`config.mk`:
```
export PLATFORM = sky130hd
export DESIGN_NAME = dtx_host_pins
export DESIGN_NICKNAME = d
export VERILOG_FILES = /design/src/hw/dtx_pkg.sv /design/src/hw/dtx_burst.sv /design/src/hw/dtx_host_pins.sv
export SDC_FILE = /design/constraint.sdc
export NUM_CORES = 1
export LEC_CHECK = 0
export BUFFER_PORTS_ARGS = -buffer_cell sky130_fd_sc_hd__buf_2
export CORE_UTILIZATION = 40
export CTS_BUF_LIST = sky130_fd_sc_hd__clkbuf_2
export CTS_CLUSTER_SIZE = 20
export DETAILED_ROUTE_END_ITERATION = 7
export PLACE_DENSITY = 0.68
export SYNTH_ARGS = -nofsm -noshare
export SYNTH_HDL_FRONTEND = slang
export SYNTH_SLANG_ARGS = --single-unit
```
`constraint.sdc`:
```
create_clock -name CLK -period 2.3 [get_ports CLK]
set_clock_uncertainty 0.2 [all_clocks]
set_input_delay 0.46 -clock CLK [delete_from_list [all_inputs] [get_ports CLK]]
set_output_delay 0.46 -clock CLK [all_outputs]
set_load 0.01 [all_outputs]
```
`src/hw/dtx_pkg.sv`:
```
//------------------------------------------------------------------------------
// dtx_pkg: constants for the tone transceiver host pin logic
//------------------------------------------------------------------------------
// Purpose: offsets, field positions, reset values and cycle counts
// Assumes: 125 MHz system clock
// Notes:   status word layout and burst timing are local choices
//------------------------------------------------------------------------------
package dtx_pkg;

	// clock and timing
	localparam int unsigned CLK_NS       = 8;
	localparam int unsigned SETTLE_NS    = 40;
	localparam int unsigned SETTLE_CYC   = (SETTLE_NS + CLK_NS - 1) / CLK_NS;
	localparam int unsigned BURST_MS     = 50;
	localparam int unsigned BURST_CYC    = BURST_MS * 1000000 / CLK_NS;
	localparam int unsigned CNT_W        = 23;
	localparam int unsigned SET_W        = 3;

	// register select values
	localparam logic        RSEL_DATA    = 1'h0;
	localparam logic        RSEL_STAT    = 1'h1;

	// status word bit positions
	localparam int unsigned ST_IRQ       = 0;
	localparam int unsigned ST_TXDONE    = 1;
	localparam int unsigned ST_DSTEER    = 2;
	localparam int unsigned ST_EARLY     = 3;

	// reset values
	localparam logic [3:0]  CODE_RST     = 4'h0;

	// burst sequencer states
	typedef enum logic [2:0] {
		BS_IDLE = 3'b001,
		BS_TONE = 3'b010,
		BS_GAP  = 3'b100
	} dtx_bstate_type;

endpackage

```
`src/hw/dtx_burst.sv`:
```
//------------------------------------------------------------------------------
// dtx_burst: tone burst and pause timer
//------------------------------------------------------------------------------
// Purpose: time a tone burst followed by an equal pause, or follow a level
// Assumes: start is a one-cycle pulse
// Notes:   a start during a burst is ignored until the pause has ended
//------------------------------------------------------------------------------
`timescale 1ns/1ns
module dtx_burst import dtx_pkg::*; #(
	parameter int unsigned BURST_LEN = BURST_CYC
) (
	// clock and reset
	input  wire logic clk,
	input  wire logic rst,
	// control
	input  wire logic sleep,
	input  wire logic burst_mode,
	input  wire logic start,
	input  wire logic level_on,
	// status
	output logic      tone_on,
	output logic      done
);

	typedef struct packed {
		dtx_bstate_type   st;
		logic [CNT_W-1:0] cnt;
		logic             done;
	} dtx_burst_type;

	localparam logic [CNT_W-1:0] LAST = CNT_W'(BURST_LEN - 1);

	dtx_burst_type q, d;

	// sequencer: burst then pause, each counted out in cycles
	always_comb begin
		d      = q;
		d.done = 1'b0;
		case (q.st)
			BS_IDLE: begin
				if (start && burst_mode && !sleep) begin
					d.st  = BS_TONE;
					d.cnt = '0;
				end
			end
			BS_TONE: begin
				d.cnt = q.cnt + 1'b1;
				if (q.cnt == LAST) begin
					d.st  = BS_GAP;
					d.cnt = '0;
				end
			end
			BS_GAP: begin
				d.cnt = q.cnt + 1'b1;
				if (q.cnt == LAST) begin
					d.st   = BS_IDLE;
					d.done = 1'b1;
				end
			end
			default: d.st = BS_IDLE;
		endcase
		// sleeping transmitter drops any burst in flight
		if (sleep) begin
			d.st  = BS_IDLE;
			d.cnt = '0;
		end
	end

	always_ff @(posedge clk or posedge rst) begin
		if (rst) begin
			q <= '{st: BS_IDLE, cnt: '0, done: 1'b0};
		end else begin
			q <= d;
		end
	end

	assign tone_on = (q.st == BS_TONE) || (!burst_mode && level_on && !sleep);
	assign done    = q.done;

	// done only after a full pause
	burst_done_a: assert property (@(posedge clk) disable iff (rst)
		done |-> $past(q.st == BS_GAP) && $past(q.cnt) == LAST)
		else $error("burst done without full pause");

	// the burst runs its full length
	burst_len_a: assert property (@(posedge clk) disable iff (rst)
		(q.st == BS_TONE && q.cnt != LAST && !sleep) |=> q.st == BS_TONE)
		else $error("burst cut short");

endmodule

```
`src/hw/dtx_host_pins.sv`:
```
//------------------------------------------------------------------------------
// dtx_host_pins: host bus, steering and interrupt pin logic
//------------------------------------------------------------------------------
// Purpose: 4-bit host port, steering handshake, shared interrupt pin
// Assumes: all inputs synchronous to CLK; steering level already compared
// Notes:   read data lags the strobe by one clock; status read clears irq
//------------------------------------------------------------------------------
`timescale 1ns/1ns
module dtx_host_pins import dtx_pkg::*; #(
	parameter int unsigned BURST_LEN = BURST_CYC
) (
	// clock and reset
	input  wire logic       CLK,
	input  wire logic       RST,
	// host bus
	input  wire logic       BUS_STROBE_STYLE,
	input  wire logic       CHIP_SELECT_N,
	input  wire logic       DIRECTION,
	input  wire logic       REGISTER_SELECT_LINE,
	input  wire logic       TRANSFER_STROBE,
	input  wire logic [3:0] HOST_DATA_LINES_IN,
	output logic      [3:0] HOST_DATA_LINES_OUT,
	output logic            HOST_DATA_LINES_OE,
	output logic            HOST_WRITE,
	output logic      [3:0] HOST_WRITE_DATA,
	// control bits
	input  wire logic       POWERDOWN_PIN,
	input  wire logic       RECEIVER_SLEEP_BIT,
	input  wire logic       TRANSMITTER_SLEEP_BIT,
	input  wire logic       IRQ_MODE,
	input  wire logic       BURST_MODE,
	input  wire logic       TX_START,
	input  wire logic       TX_LEVEL,
	// receiver
	input  wire logic       PAIR_VALID,
	input  wire logic [3:0] PAIR_CODE,
	input  wire logic       PROGRESS_IN,
	output logic            EARLY_PAIR_DETECT,
	input  wire logic       STEER_GUARD_PIN_IN,
	output logic            STEER_GUARD_PIN_OUT,
	output logic            STEER_GUARD_PIN_OE,
	output logic            DELAYED_STEER,
	// interrupt pin, open drain
	output logic            INTERRUPT_OR_PROGRESS_OUT,
	output logic            INTERRUPT_OR_PROGRESS_OE,
	// transmitter
	output logic            TONE_OE,
	output logic            TONE_ON,
	output logic            OSC_RUN
);

	typedef struct packed {
		logic             early_pair_detect;
		logic             st_prev;
		logic             dst;
		logic [SET_W-1:0] settle;
		logic             settling;
		logic [3:0]       code;
		logic             irq;
		logic             rd_prev;
		logic             wr_prev;
		logic [3:0]       dout;
		logic             txdone;
	} dtx_host_type;

	localparam dtx_host_type RST_VAL = '{early_pair_detect: 1'b0, st_prev: 1'b0, dst: 1'b0,
		settle: '0, settling: 1'b0, code: CODE_RST, irq: 1'b0, rd_prev: 1'b0,
		wr_prev: 1'b0, dout: CODE_RST, txdone: 1'b0};

	dtx_host_type q, d;
	logic         full_off;
	logic         rx_off;
	logic         tx_off;
	logic         rd_act;
	logic         wr_act;
	logic         tx_done;
	logic         tone_raw;
	logic [3:0]   stat;

	//--------------------------------------------------------------------------
	// power and bus decode
	//--------------------------------------------------------------------------

	// pin power-down or both sleep bits shut the whole device
	assign full_off = POWERDOWN_PIN || (RECEIVER_SLEEP_BIT && TRANSMITTER_SLEEP_BIT);
	assign rx_off   = full_off || RECEIVER_SLEEP_BIT;
	assign tx_off   = full_off || TRANSMITTER_SLEEP_BIT;
	assign OSC_RUN  = !full_off;

	// strobe style: direction is read/write; split style: it is write strobe
	always_comb begin
		rd_act = 1'b0;
		wr_act = 1'b0;
		if (!CHIP_SELECT_N) begin
			if (BUS_STROBE_STYLE) begin
				rd_act = TRANSFER_STROBE && DIRECTION;
				wr_act = TRANSFER_STROBE && !DIRECTION;
			end else begin
				rd_act = !TRANSFER_STROBE;
				wr_act = !DIRECTION;
			end
		end
	end

	// status word seen on a status read
	always_comb begin
		stat            = 4'h0;
		stat[ST_IRQ]    = q.irq;
		stat[ST_TXDONE] = q.txdone;
		stat[ST_DSTEER] = q.dst;
		stat[ST_EARLY]  = q.early_pair_detect;
	end

	//--------------------------------------------------------------------------
	// next state
	//--------------------------------------------------------------------------

	always_comb begin
		d         = q;
		d.rd_prev = rd_act;
		d.wr_prev = wr_act;
		// early detect follows the detector with no hold-over
		d.early_pair_detect     = PAIR_VALID && !rx_off;
		d.st_prev = STEER_GUARD_PIN_IN;
		// steering rise registers the pair and starts the settle delay
		if (STEER_GUARD_PIN_IN && !q.st_prev && !rx_off) begin
			d.code     = PAIR_CODE;
			d.settling = 1'b1;
			d.settle   = '0;
		end else if (q.settling) begin
			d.settle = q.settle + 1'b1;
			if (q.settle == SET_W'(SETTLE_CYC - 1)) begin
				d.settling = 1'b0;
				d.dst      = 1'b1;
			end
		end
		// steering low frees the receiver for the next pair
		if (!STEER_GUARD_PIN_IN) begin
			d.dst      = 1'b0;
			d.settling = 1'b0;
		end
		// register selected by the single select line
		d.dout = (REGISTER_SELECT_LINE == RSEL_DATA) ? q.code : stat;
		// status read end clears the sticky flags; a new event wins
		if (q.rd_prev && !rd_act && REGISTER_SELECT_LINE == RSEL_STAT) begin
			d.irq    = 1'b0;
			d.txdone = 1'b0;
		end
		if (tx_done) begin
			d.irq    = 1'b1;
			d.txdone = 1'b1;
		end
		if (d.dst && !q.dst) begin
			d.irq = 1'b1;
		end
		if (rx_off) begin
			d.dst      = 1'b0;
			d.settling = 1'b0;
		end
		// power-down acts like a reset of all control state
		if (full_off) begin
			d = RST_VAL;
		end
	end

	always_ff @(posedge CLK or posedge RST) begin
		if (RST) begin
			q <= RST_VAL;
		end else begin
			q <= d;
		end
	end

	//--------------------------------------------------------------------------
	// transmitter burst timer
	//--------------------------------------------------------------------------

	dtx_burst #(
		.BURST_LEN (BURST_LEN)
	) u_burst (
		.clk        (CLK),
		.rst        (RST),
		.sleep      (tx_off),
		.burst_mode (BURST_MODE),
		.start      (TX_START),
		.level_on   (TX_LEVEL),
		.tone_on    (tone_raw),
		.done       (tx_done)
	);

	//--------------------------------------------------------------------------
	// pins
	//--------------------------------------------------------------------------

	// data drive only inside a read access of a powered device
	assign HOST_DATA_LINES_OE  = rd_act && !full_off;
	assign HOST_DATA_LINES_OUT = q.dout;
	// write strobe edge passes the nibble to the register side
	assign HOST_WRITE          = wr_act && !q.wr_prev && !full_off;
	assign HOST_WRITE_DATA     = HOST_DATA_LINES_IN;

	assign EARLY_PAIR_DETECT   = q.early_pair_detect;
	assign DELAYED_STEER       = q.dst;
	// guard drives only when early detect and steering agree, else floats
	assign STEER_GUARD_PIN_OUT = q.early_pair_detect;
	assign STEER_GUARD_PIN_OE  = (q.early_pair_detect == STEER_GUARD_PIN_IN) && !rx_off;

	// open drain: enable means pulling low
	assign INTERRUPT_OR_PROGRESS_OUT = 1'b0;
	// in interrupt mode the pin stays low while delayed steering stands, even once the flag is read
	assign INTERRUPT_OR_PROGRESS_OE  = !full_off &&
		(IRQ_MODE ? (q.irq || q.dst) : (!PROGRESS_IN && !rx_off));

	assign TONE_OE = !tx_off;
	assign TONE_ON = tone_raw && !tx_off;

	//--------------------------------------------------------------------------
	// checks
	//--------------------------------------------------------------------------

	data_float_a: assert property (@(posedge CLK) disable iff (RST)
		(CHIP_SELECT_N || (BUS_STROBE_STYLE && !TRANSFER_STROBE) ||
		 (!BUS_STROBE_STYLE && TRANSFER_STROBE)) |-> !HOST_DATA_LINES_OE)
		else $error("data lines driven outside a read");

	pd_float_a: assert property (@(posedge CLK) disable iff (RST)
		POWERDOWN_PIN |-> !HOST_DATA_LINES_OE && !INTERRUPT_OR_PROGRESS_OE &&
		!TONE_OE && !OSC_RUN)
		else $error("pins not floated in power-down");

	early_follow_a: assert property (@(posedge CLK) disable iff (RST)
		(PAIR_VALID && !rx_off) ##1 !PAIR_VALID |=> !EARLY_PAIR_DETECT)
		else $error("early detect held after loss");

	steer_latch_a: assert property (@(posedge CLK) disable iff (RST)
		($rose(STEER_GUARD_PIN_IN) && !rx_off) |=> q.code == $past(PAIR_CODE))
		else $error("code not latched on steering rise");

	settle_delay_a: assert property (@(posedge CLK) disable iff (RST)
		($rose(STEER_GUARD_PIN_IN) && !rx_off) ##1 (STEER_GUARD_PIN_IN && !rx_off)[*5]
		|=> DELAYED_STEER)
		else $error("delayed steering not raised after settle");

	steer_free_a: assert property (@(posedge CLK) disable iff (RST)
		!STEER_GUARD_PIN_IN |=> !DELAYED_STEER)
		else $error("delayed steering held with steering low");

	irq_pull_a: assert property (@(posedge CLK) disable iff (RST)
		($rose(DELAYED_STEER) && IRQ_MODE && !full_off) |-> INTERRUPT_OR_PROGRESS_OE)
		else $error("no interrupt on registration");

	progress_a: assert property (@(posedge CLK) disable iff (RST)
		(!IRQ_MODE && !full_off && !RECEIVER_SLEEP_BIT) |->
		INTERRUPT_OR_PROGRESS_OE == !PROGRESS_IN)
		else $error("progress output not following input");

	tx_float_a: assert property (@(posedge CLK) disable iff (RST)
		TRANSMITTER_SLEEP_BIT |-> !TONE_OE && !TONE_ON)
		else $error("transmit output driven while asleep");

	read_data_a: assert property (@(posedge CLK) disable iff (RST)
		(rd_act && $past(rd_act) && REGISTER_SELECT_LINE == RSEL_DATA &&
		 $stable(REGISTER_SELECT_LINE) && !full_off && !$past(full_off)) |->
		HOST_DATA_LINES_OUT == $past(q.code))
		else $error("wrong receive data on read");

endmodule

```
==> out/results.tsv, run 1 <==
metric	value	unit
status	complete, no violations	
finalInstanceArea	2880	um^2
drtIter0Drc	115	
postSynthNetCount	280	
path_class	in -> out	
ys_warn_count	0	
port_buffers	34	
cp-start-kind	input port	
dp_cells	360	
root_buffer	clkbuf_2	
gr-usage-all-layers	17.6	%
async_flop_share	100	%
vias	1997	
synthFlopType	dfrtp_1	
wl	5150	um
seqPwrFrac	63.3	%
crit_fanout	3	
wl_per_cell	13.6	um
regToRegStartpoint	u_burst.q[10]	
numCtsBuffers	5	
h-tree-depth	2	
grt_use_met3	3.30	%
dieArea	6430	um^2
finalPower	1.31	mW
core_area	5920	um^2
start_util	41.3	%
min_path_cells	3	
die_y	80.2	um
boundaryPins	44	
synthTopCellsByArea	dfrtp_1 46%, xor2_1 5.4%, nor2_1 5.1%	
p_clk_share	26.7	%
timing.slew.headroom	68.3	%
grt_pass1_vias	1892	
synth_seq_area_share	47.1	%
use_met2	28.2	%
regToRegEndpoint	u_burst.q[23]	
grt_antenna_before_repair	0	
r2r_cells	5	
worst_skew_pair.late_latency	0.42	ns
syn_area_per_cell	9.70	um^2
final_antenna_net_count	0	
place_congestion	0.811	
hold_start	PAIR_CODE[3]	
crit_arrival	1.51	ns
placed_area	2730	um^2
hold_violations	0	
layout_setup_ws	0.127	ns
maxCapViolCount	0	
finalNonFillerCells	377	
die_x	80.2	um
synth_edf_count	0	
end_kind	output pin	
critPathRequiredTime	1.64	ns
clock-sinks	46	
antenna_cells	0	
rows	28	
drc	0	
setup_viol	0	
clk_pin_slew	0.25	ns
p_sw_share	27.0	%
drtPass1Iterations	4	
area_growth_syn_to_layout	17.7	%
ys_seq_elements	46	
cellPowerDensity	454	nW/um^2
netSwitchingPower	353	uW
place_ws	0.0371	ns
cts_tree	built	
ir_worst_vdd	0.225	mV
hold_path_class	in -> reg	
clock.fmax	460	MHz
synth_top_cell_area_share	46.1	%
busiest_layer	met2	
fin_nets	329	
avgViaCountPerCell	5.30	
hold_path_end	q[11]	
p_comb_share	10.0	%
grt_max_degree	27	
dp_hpwl	3730	um
grt.overflow.total	0	
ys_types	51	
postSynthCellCount	252	
yosysTopAreaCell	dfrtp_1	
grt_first_pass_wirelength	8700	um
p_leak	1.28	nW
met1_usage	23.6	%
internal_power	953	uW
r2r_slack	0.16	ns
drv_slew	0	
period_share	94.5	%
max_slew.worst_pin.slew	0.463	ns
finalCriticalPeriod	2.17	ns
drive_gt1_share	24.2	%
clk_path_buf_depth	2	
synthesis.area	2440	um^2
==> registers in the layout, indices dropped and copies added (netlist names) <==
register / flops
HOST_DATA_LINES_OUT: 4
EARLY_PAIR_DETECT: 1
DELAYED_STEER: 1
q: 13
u_burst.q: 26
u_burst.done: 1
==> metal layers <==
layer | routed length [um] | share of wire, %
met1 | 2510 | 49
met2 | 2360 | 46
met3 | 208 | 4.0
met4 | 65 | 1.3
met5 | 0 | 0
==> placed cells by master, fill, tap and decap left out, types with 2 or more instances in the layout <==
master	instances
a211oi_1	2
a21oi_1	9
a22o_1	2
a41oi_1	2
and2_1	4
and3_1	3
and4bb_2	2
buf_2	34
buf_4	15
clkbuf_2	5
clkinv_2	2
dfrtp_1	45
dlygate4sd3_1	8
ha_1	3
inv_1	8
mux2_2	2
mux2i_1	5
nand2_1	17
nand2b_1	2
nand3_1	10
nand3b_1	2
nand4_1	5
nand4b_1	3
nor2_1	33
nor3_1	6
nor3b_1	2
o2111ai_1	5
o211ai_1	5
o21ai_0	13
or3_1	5
xnor2_1	2
xor2_1	15
==> cells by family after synthesis <==
logic type	share of synthesized area [%]
XOR/XNOR	6.09
multiplexers	2.97
flip-flops	47.1
buffers and inverters	5.89
other	0.153
AO/OA/AOI/OAI	13.9
AND/OR/NAND/NOR	22.4
adder cells (fa/ha/maj)	1.54
==> cell usage after synthesis (2+ instances only) <==
library cell	n
dfrtp_1	45
nor2_1	33
nand2_1	17
xor2_1	15
o21ai_0	13
buf_4	10
nand3_1	10
a21oi_1	9
inv_1	9
nor3_1	7
o2111ai_1	6
clkbuf_1	5
mux2i_1	5
nand4_1	5
o211ai_1	5
or3_1	5
and2_1	4
and3_1	3
ha_1	3
nand4b_1	3
a211oi_1	2
a22o_1	2
a41oi_1	2
and4bb_2	2
mux2_2	2
nand2b_1	2
nand3b_1	2
nor3b_1	2
xnor2_1	2
==> area by class of cell <==
| type | count | area [um^2] |
|---|---|---|
| Sequential cell | 46 | 1150 |
| Multi-Input combinational cell | 180 | 1160 |
| Fill cell | 542 | 3040 |
| Inverter | 9 | 33.8 |
| Tap cell | 75 | 93.8 |
| Clock buffer | 5 | 25.0 |
| Clock inverter | 3 | 18.8 |
| Timing Repair Buffer | 59 | 394 |
==> power groups by stage <==
stage	Combinational [mW]	Sequential (mW)	Clock, mW
global route	0.147	0.829	0.405
floorplan	0.0761	0.838	0
finish	0.131	0.827	0.348
global placement	0.120	0.840	0
detailed placement	0.121	0.840	0
CTS	0.128	0.827	0.363
==> worst max-delay path, cell delays in order <==
cell and delay, ns:
buf_2 0.11, dlygate4sd3_1 0.57, nor3_2 0.21, buf_2 0.16
==> what timing repair did <==
action,in CTS,in global routing
endpoints found under the hold margin,24,2
hold buffers,6,2
resized for setup,0,3
setup endpoints to repair,0,4
setup buffers,0,1
==> worst max path at each step <==
stage / startpoint / to / slack (ns)
2_1_floorplan: TRANSMITTER_SLEEP_BIT / HOST_WRITE / 0.20
3_3_place_gp: RECEIVER_SLEEP_BIT / HOST_WRITE / 0.13
3_5_place_dp: RECEIVER_SLEEP_BIT / HOST_WRITE / 0.04
4_1_cts: CHIP_SELECT_N / HOST_DATA_LINES_OE / 0.06
5_1_grt: u_burst.q[26] / TONE_ON / -0.02
6_report: CHIP_SELECT_N / HOST_DATA_LINES_OE / 0.13
==> stage by stage <==
step | util [%] | hold WS [ns] | TNS [ns]
3_5_place_dp | 46.1 | 0.270 | 0
2_1_floorplan | - | 0.237 | 0
6_report | 48.6 | 0.0473 | 0
4_1_cts | 47.9 | 0.000232 | 0
3_3_place_gp | 46.1 | 0.263 | 0
5_1_grt | 48.6 | 0.0108 | -0.0167
(Power assumes the default switching activity.)
==> run 2, diff against run 1 <==
--- a/config.mk
+++ b/config.mk
@@ -10,7 +10,6 @@
 export CTS_BUF_LIST = sky130_fd_sc_hd__clkbuf_2
 export CTS_CLUSTER_SIZE = 20
 export DETAILED_ROUTE_END_ITERATION = 7
-export PLACE_DENSITY = 0.68
 export SYNTH_ARGS = -nofsm -noshare
 export SYNTH_HDL_FRONTEND = slang
 export SYNTH_SLANG_ARGS = --single-unit
==> out/results.tsv, run 2 (synthesis gave the netlist of run 1 again) <==
metric	value	unit	change
die_x	80.2	um	unchanged
top_register	u_burst.q		
critical-path-max-stage-delay	0.57	ns	about the same
die_y	80.2	um	unchanged
boundaryPins	44		unchanged
grt_pass1_vias	1816		-4.0%
port_buffers	34		unchanged
final_common_cell	dfrtp_1		
final_cell_mix	45 x dfrtp_1, 34 x buf_2, 33 x nor2_1		
drtPass1Iterations	6		+2
gr-usage-all-layers	17.1	%	-0.49 points
grt_max_degree	47		+74%
clk_pin_slew	0.22	ns	-0.03 ns
timing.slew.headroom	62.0	%	-6.3 points
grt_first_pass_wirelength	8440	um	-3.0%
drive_gt1_share	23.3	%	-0.92 points
dieArea	6430	um^2	unchanged
max_slew.worst_pin.slew	0.570	ns	+0.107 ns
rsz0062_at_grt	false		
end_kind	output pin		
drv_slew	0		unchanged
rows	28		unchanged
antenna_cells	0		unchanged
path_class	in -> out		
clock-sinks	46		unchanged
grt_antenna_before_repair	0		unchanged
p_leak	1.28	nW	+0.53%
cpLargestDelayFamily	buffers and inverters		
worst_skew_pair.late_latency	0.43	ns	about the same
clock.fmax	456	MHz	-1.0%
grt.overflow.total	0		unchanged
vias	1941		-2.8%
wl_per_cell	13.8	um	+0.87%
largest_register_ffs	26		unchanged
cp-start-kind	input port		
start_util	41.3	%	unchanged
place_congestion	0.772		-4.8%
avgViaCountPerCell	5.16		-2.5%
crit_arrival	1.54	ns	+0.03 ns
cts_tree	built		
final_antenna_net_count	0		unchanged
hold_violations	0		unchanged
cp_num_buf_inv	3		unchanged
period_share	95.4	%	+0.98 points
root_buffer	clkbuf_2		
critPathRequiredTime	1.64	ns	about the same
fin_nets	328		-0.30%
maxCapViolCount	0		unchanged
numCtsBuffers	5		unchanged
hold_path_class	in -> reg		
final.setup.tns	0	ns	unchanged
fill_cells	584		+7.7%
cellPowerDensity	488	nW/um^2	+7.5%
area_growth_syn_to_layout	18.3	%	
finalCriticalPeriod	2.20	ns	+0.0224 ns
drc	0		unchanged
h-tree-depth	2		unchanged
critPathMostFrequentCell	buf_2		
status	complete, no violations		
crit_fanout	3		unchanged
drtIter0Drc	95		-17%
crit_chain	buf_2, dlygate4sd3_1, nor3_2, buf_2		
wl	5180	um	+0.60%
clk_path_buf_depth	2		unchanged
setup_viol	0		unchanged
dp_hpwl	3600	um	-3.5%
final_util	48.9	%	+0.25 points
ir_worst_vdd	0.295	mV	+31%
core_area	5920	um^2	unchanged
slowest_stage	dlygate4sd3_1		
[run 2: cell types whose count changed in the layout (fill, tap and decap cells not counted)]
cell           change
clkinv_2           -1
a2111oi_0          -1
a2111oi_1          +1
dlygate4sd3_1      +1
o2111ai_1          +1
o2111ai_2          -1
buf_4              -2
bufinv_16          +1
[run 2: through the flow]
stage | area [um^2] | setup WS (ns) | cells | power (mW) | hold WS [ns]
finish | 2890 | 0.105 | 376 | 1.41 | 0.108
global route | 2890 | 0.000259 | 376 | 1.48 | 0.0604
detailed placement | 2720 | 0.0665 | 359 | 0.958 | 0.261
global placement | 2720 | 0.117 | 359 | 0.957 | 0.269
floorplan | 2440 | 0.198 | 252 | 0.914 | 0.237
CTS | 2880 | 0.0585 | 376 | 1.43 | 0.0778
[run 2: worst paths after layout]
| check | endpoint | slack (ns) | from | cells after the start |
|---|---|---|---|---|
| worst max-delay path | HOST_DATA_LINES_OE | 0.10 | CHIP_SELECT_N | 4 |
| worst min-delay path | q[17] | 0.11 | STEER_GUARD_PIN_IN | 2 |
| worst max register to register | u_burst.q[23] | 0.13 | u_burst.q[5] | 5 |
| worst min register to register | q[12] | 0.29 | q[17] | 1 |
| max in group asynchronous | u_burst.q[24] | 1.01 | RST | 4 |
| min in group asynchronous | q[5] | 0.46 | RST | 4 |
[run 2: report_power, final]
group / switching [mW] / internal [mW] / total, mW
clock network: 0.269 / 0.186 / 0.455
registers: 0.00661 / 0.820 / 0.826
logic: 0.0741 / 0.0559 / 0.130
total: 0.349 / 1.06 / 1.41
[run 2: cell type report]
class / count / area (um^2) / share of cell area [%]
inverter: 9 / 33.8 / 1.17
tap: 75 / 93.8 / 3.24
timing repair buffer: 58 / 389 / 13.5
multi-input combinational: 180 / 1150 / 39.9
clock inverter: 3 / 43.8 / 1.51
clock buffer: 5 / 25.0 / 0.865
sequential: 46 / 1150 / 39.8
[run 2: what timing repair did]
action | 4_1_cts | 5_1_grt
buffers inserted | 0 | 0
resized for setup | 0 | 3
endpoints found under the hold margin | 52 | 0
hold buffers | 9 | 0
setup endpoints to repair | 0 | 3
[run 2: layer usage]
layer  part of all wire [%]  vias to the layer above  routed length, um  track usage, %
met1                     48                      930               2470            22.2
met3                    3.0                        6                154            3.52
met2                     48                       28               2500            28.8
met5                      0                        -                  0               0
li1                       -                      977                  -               -
met4                   0.89                        0                 46            5.00
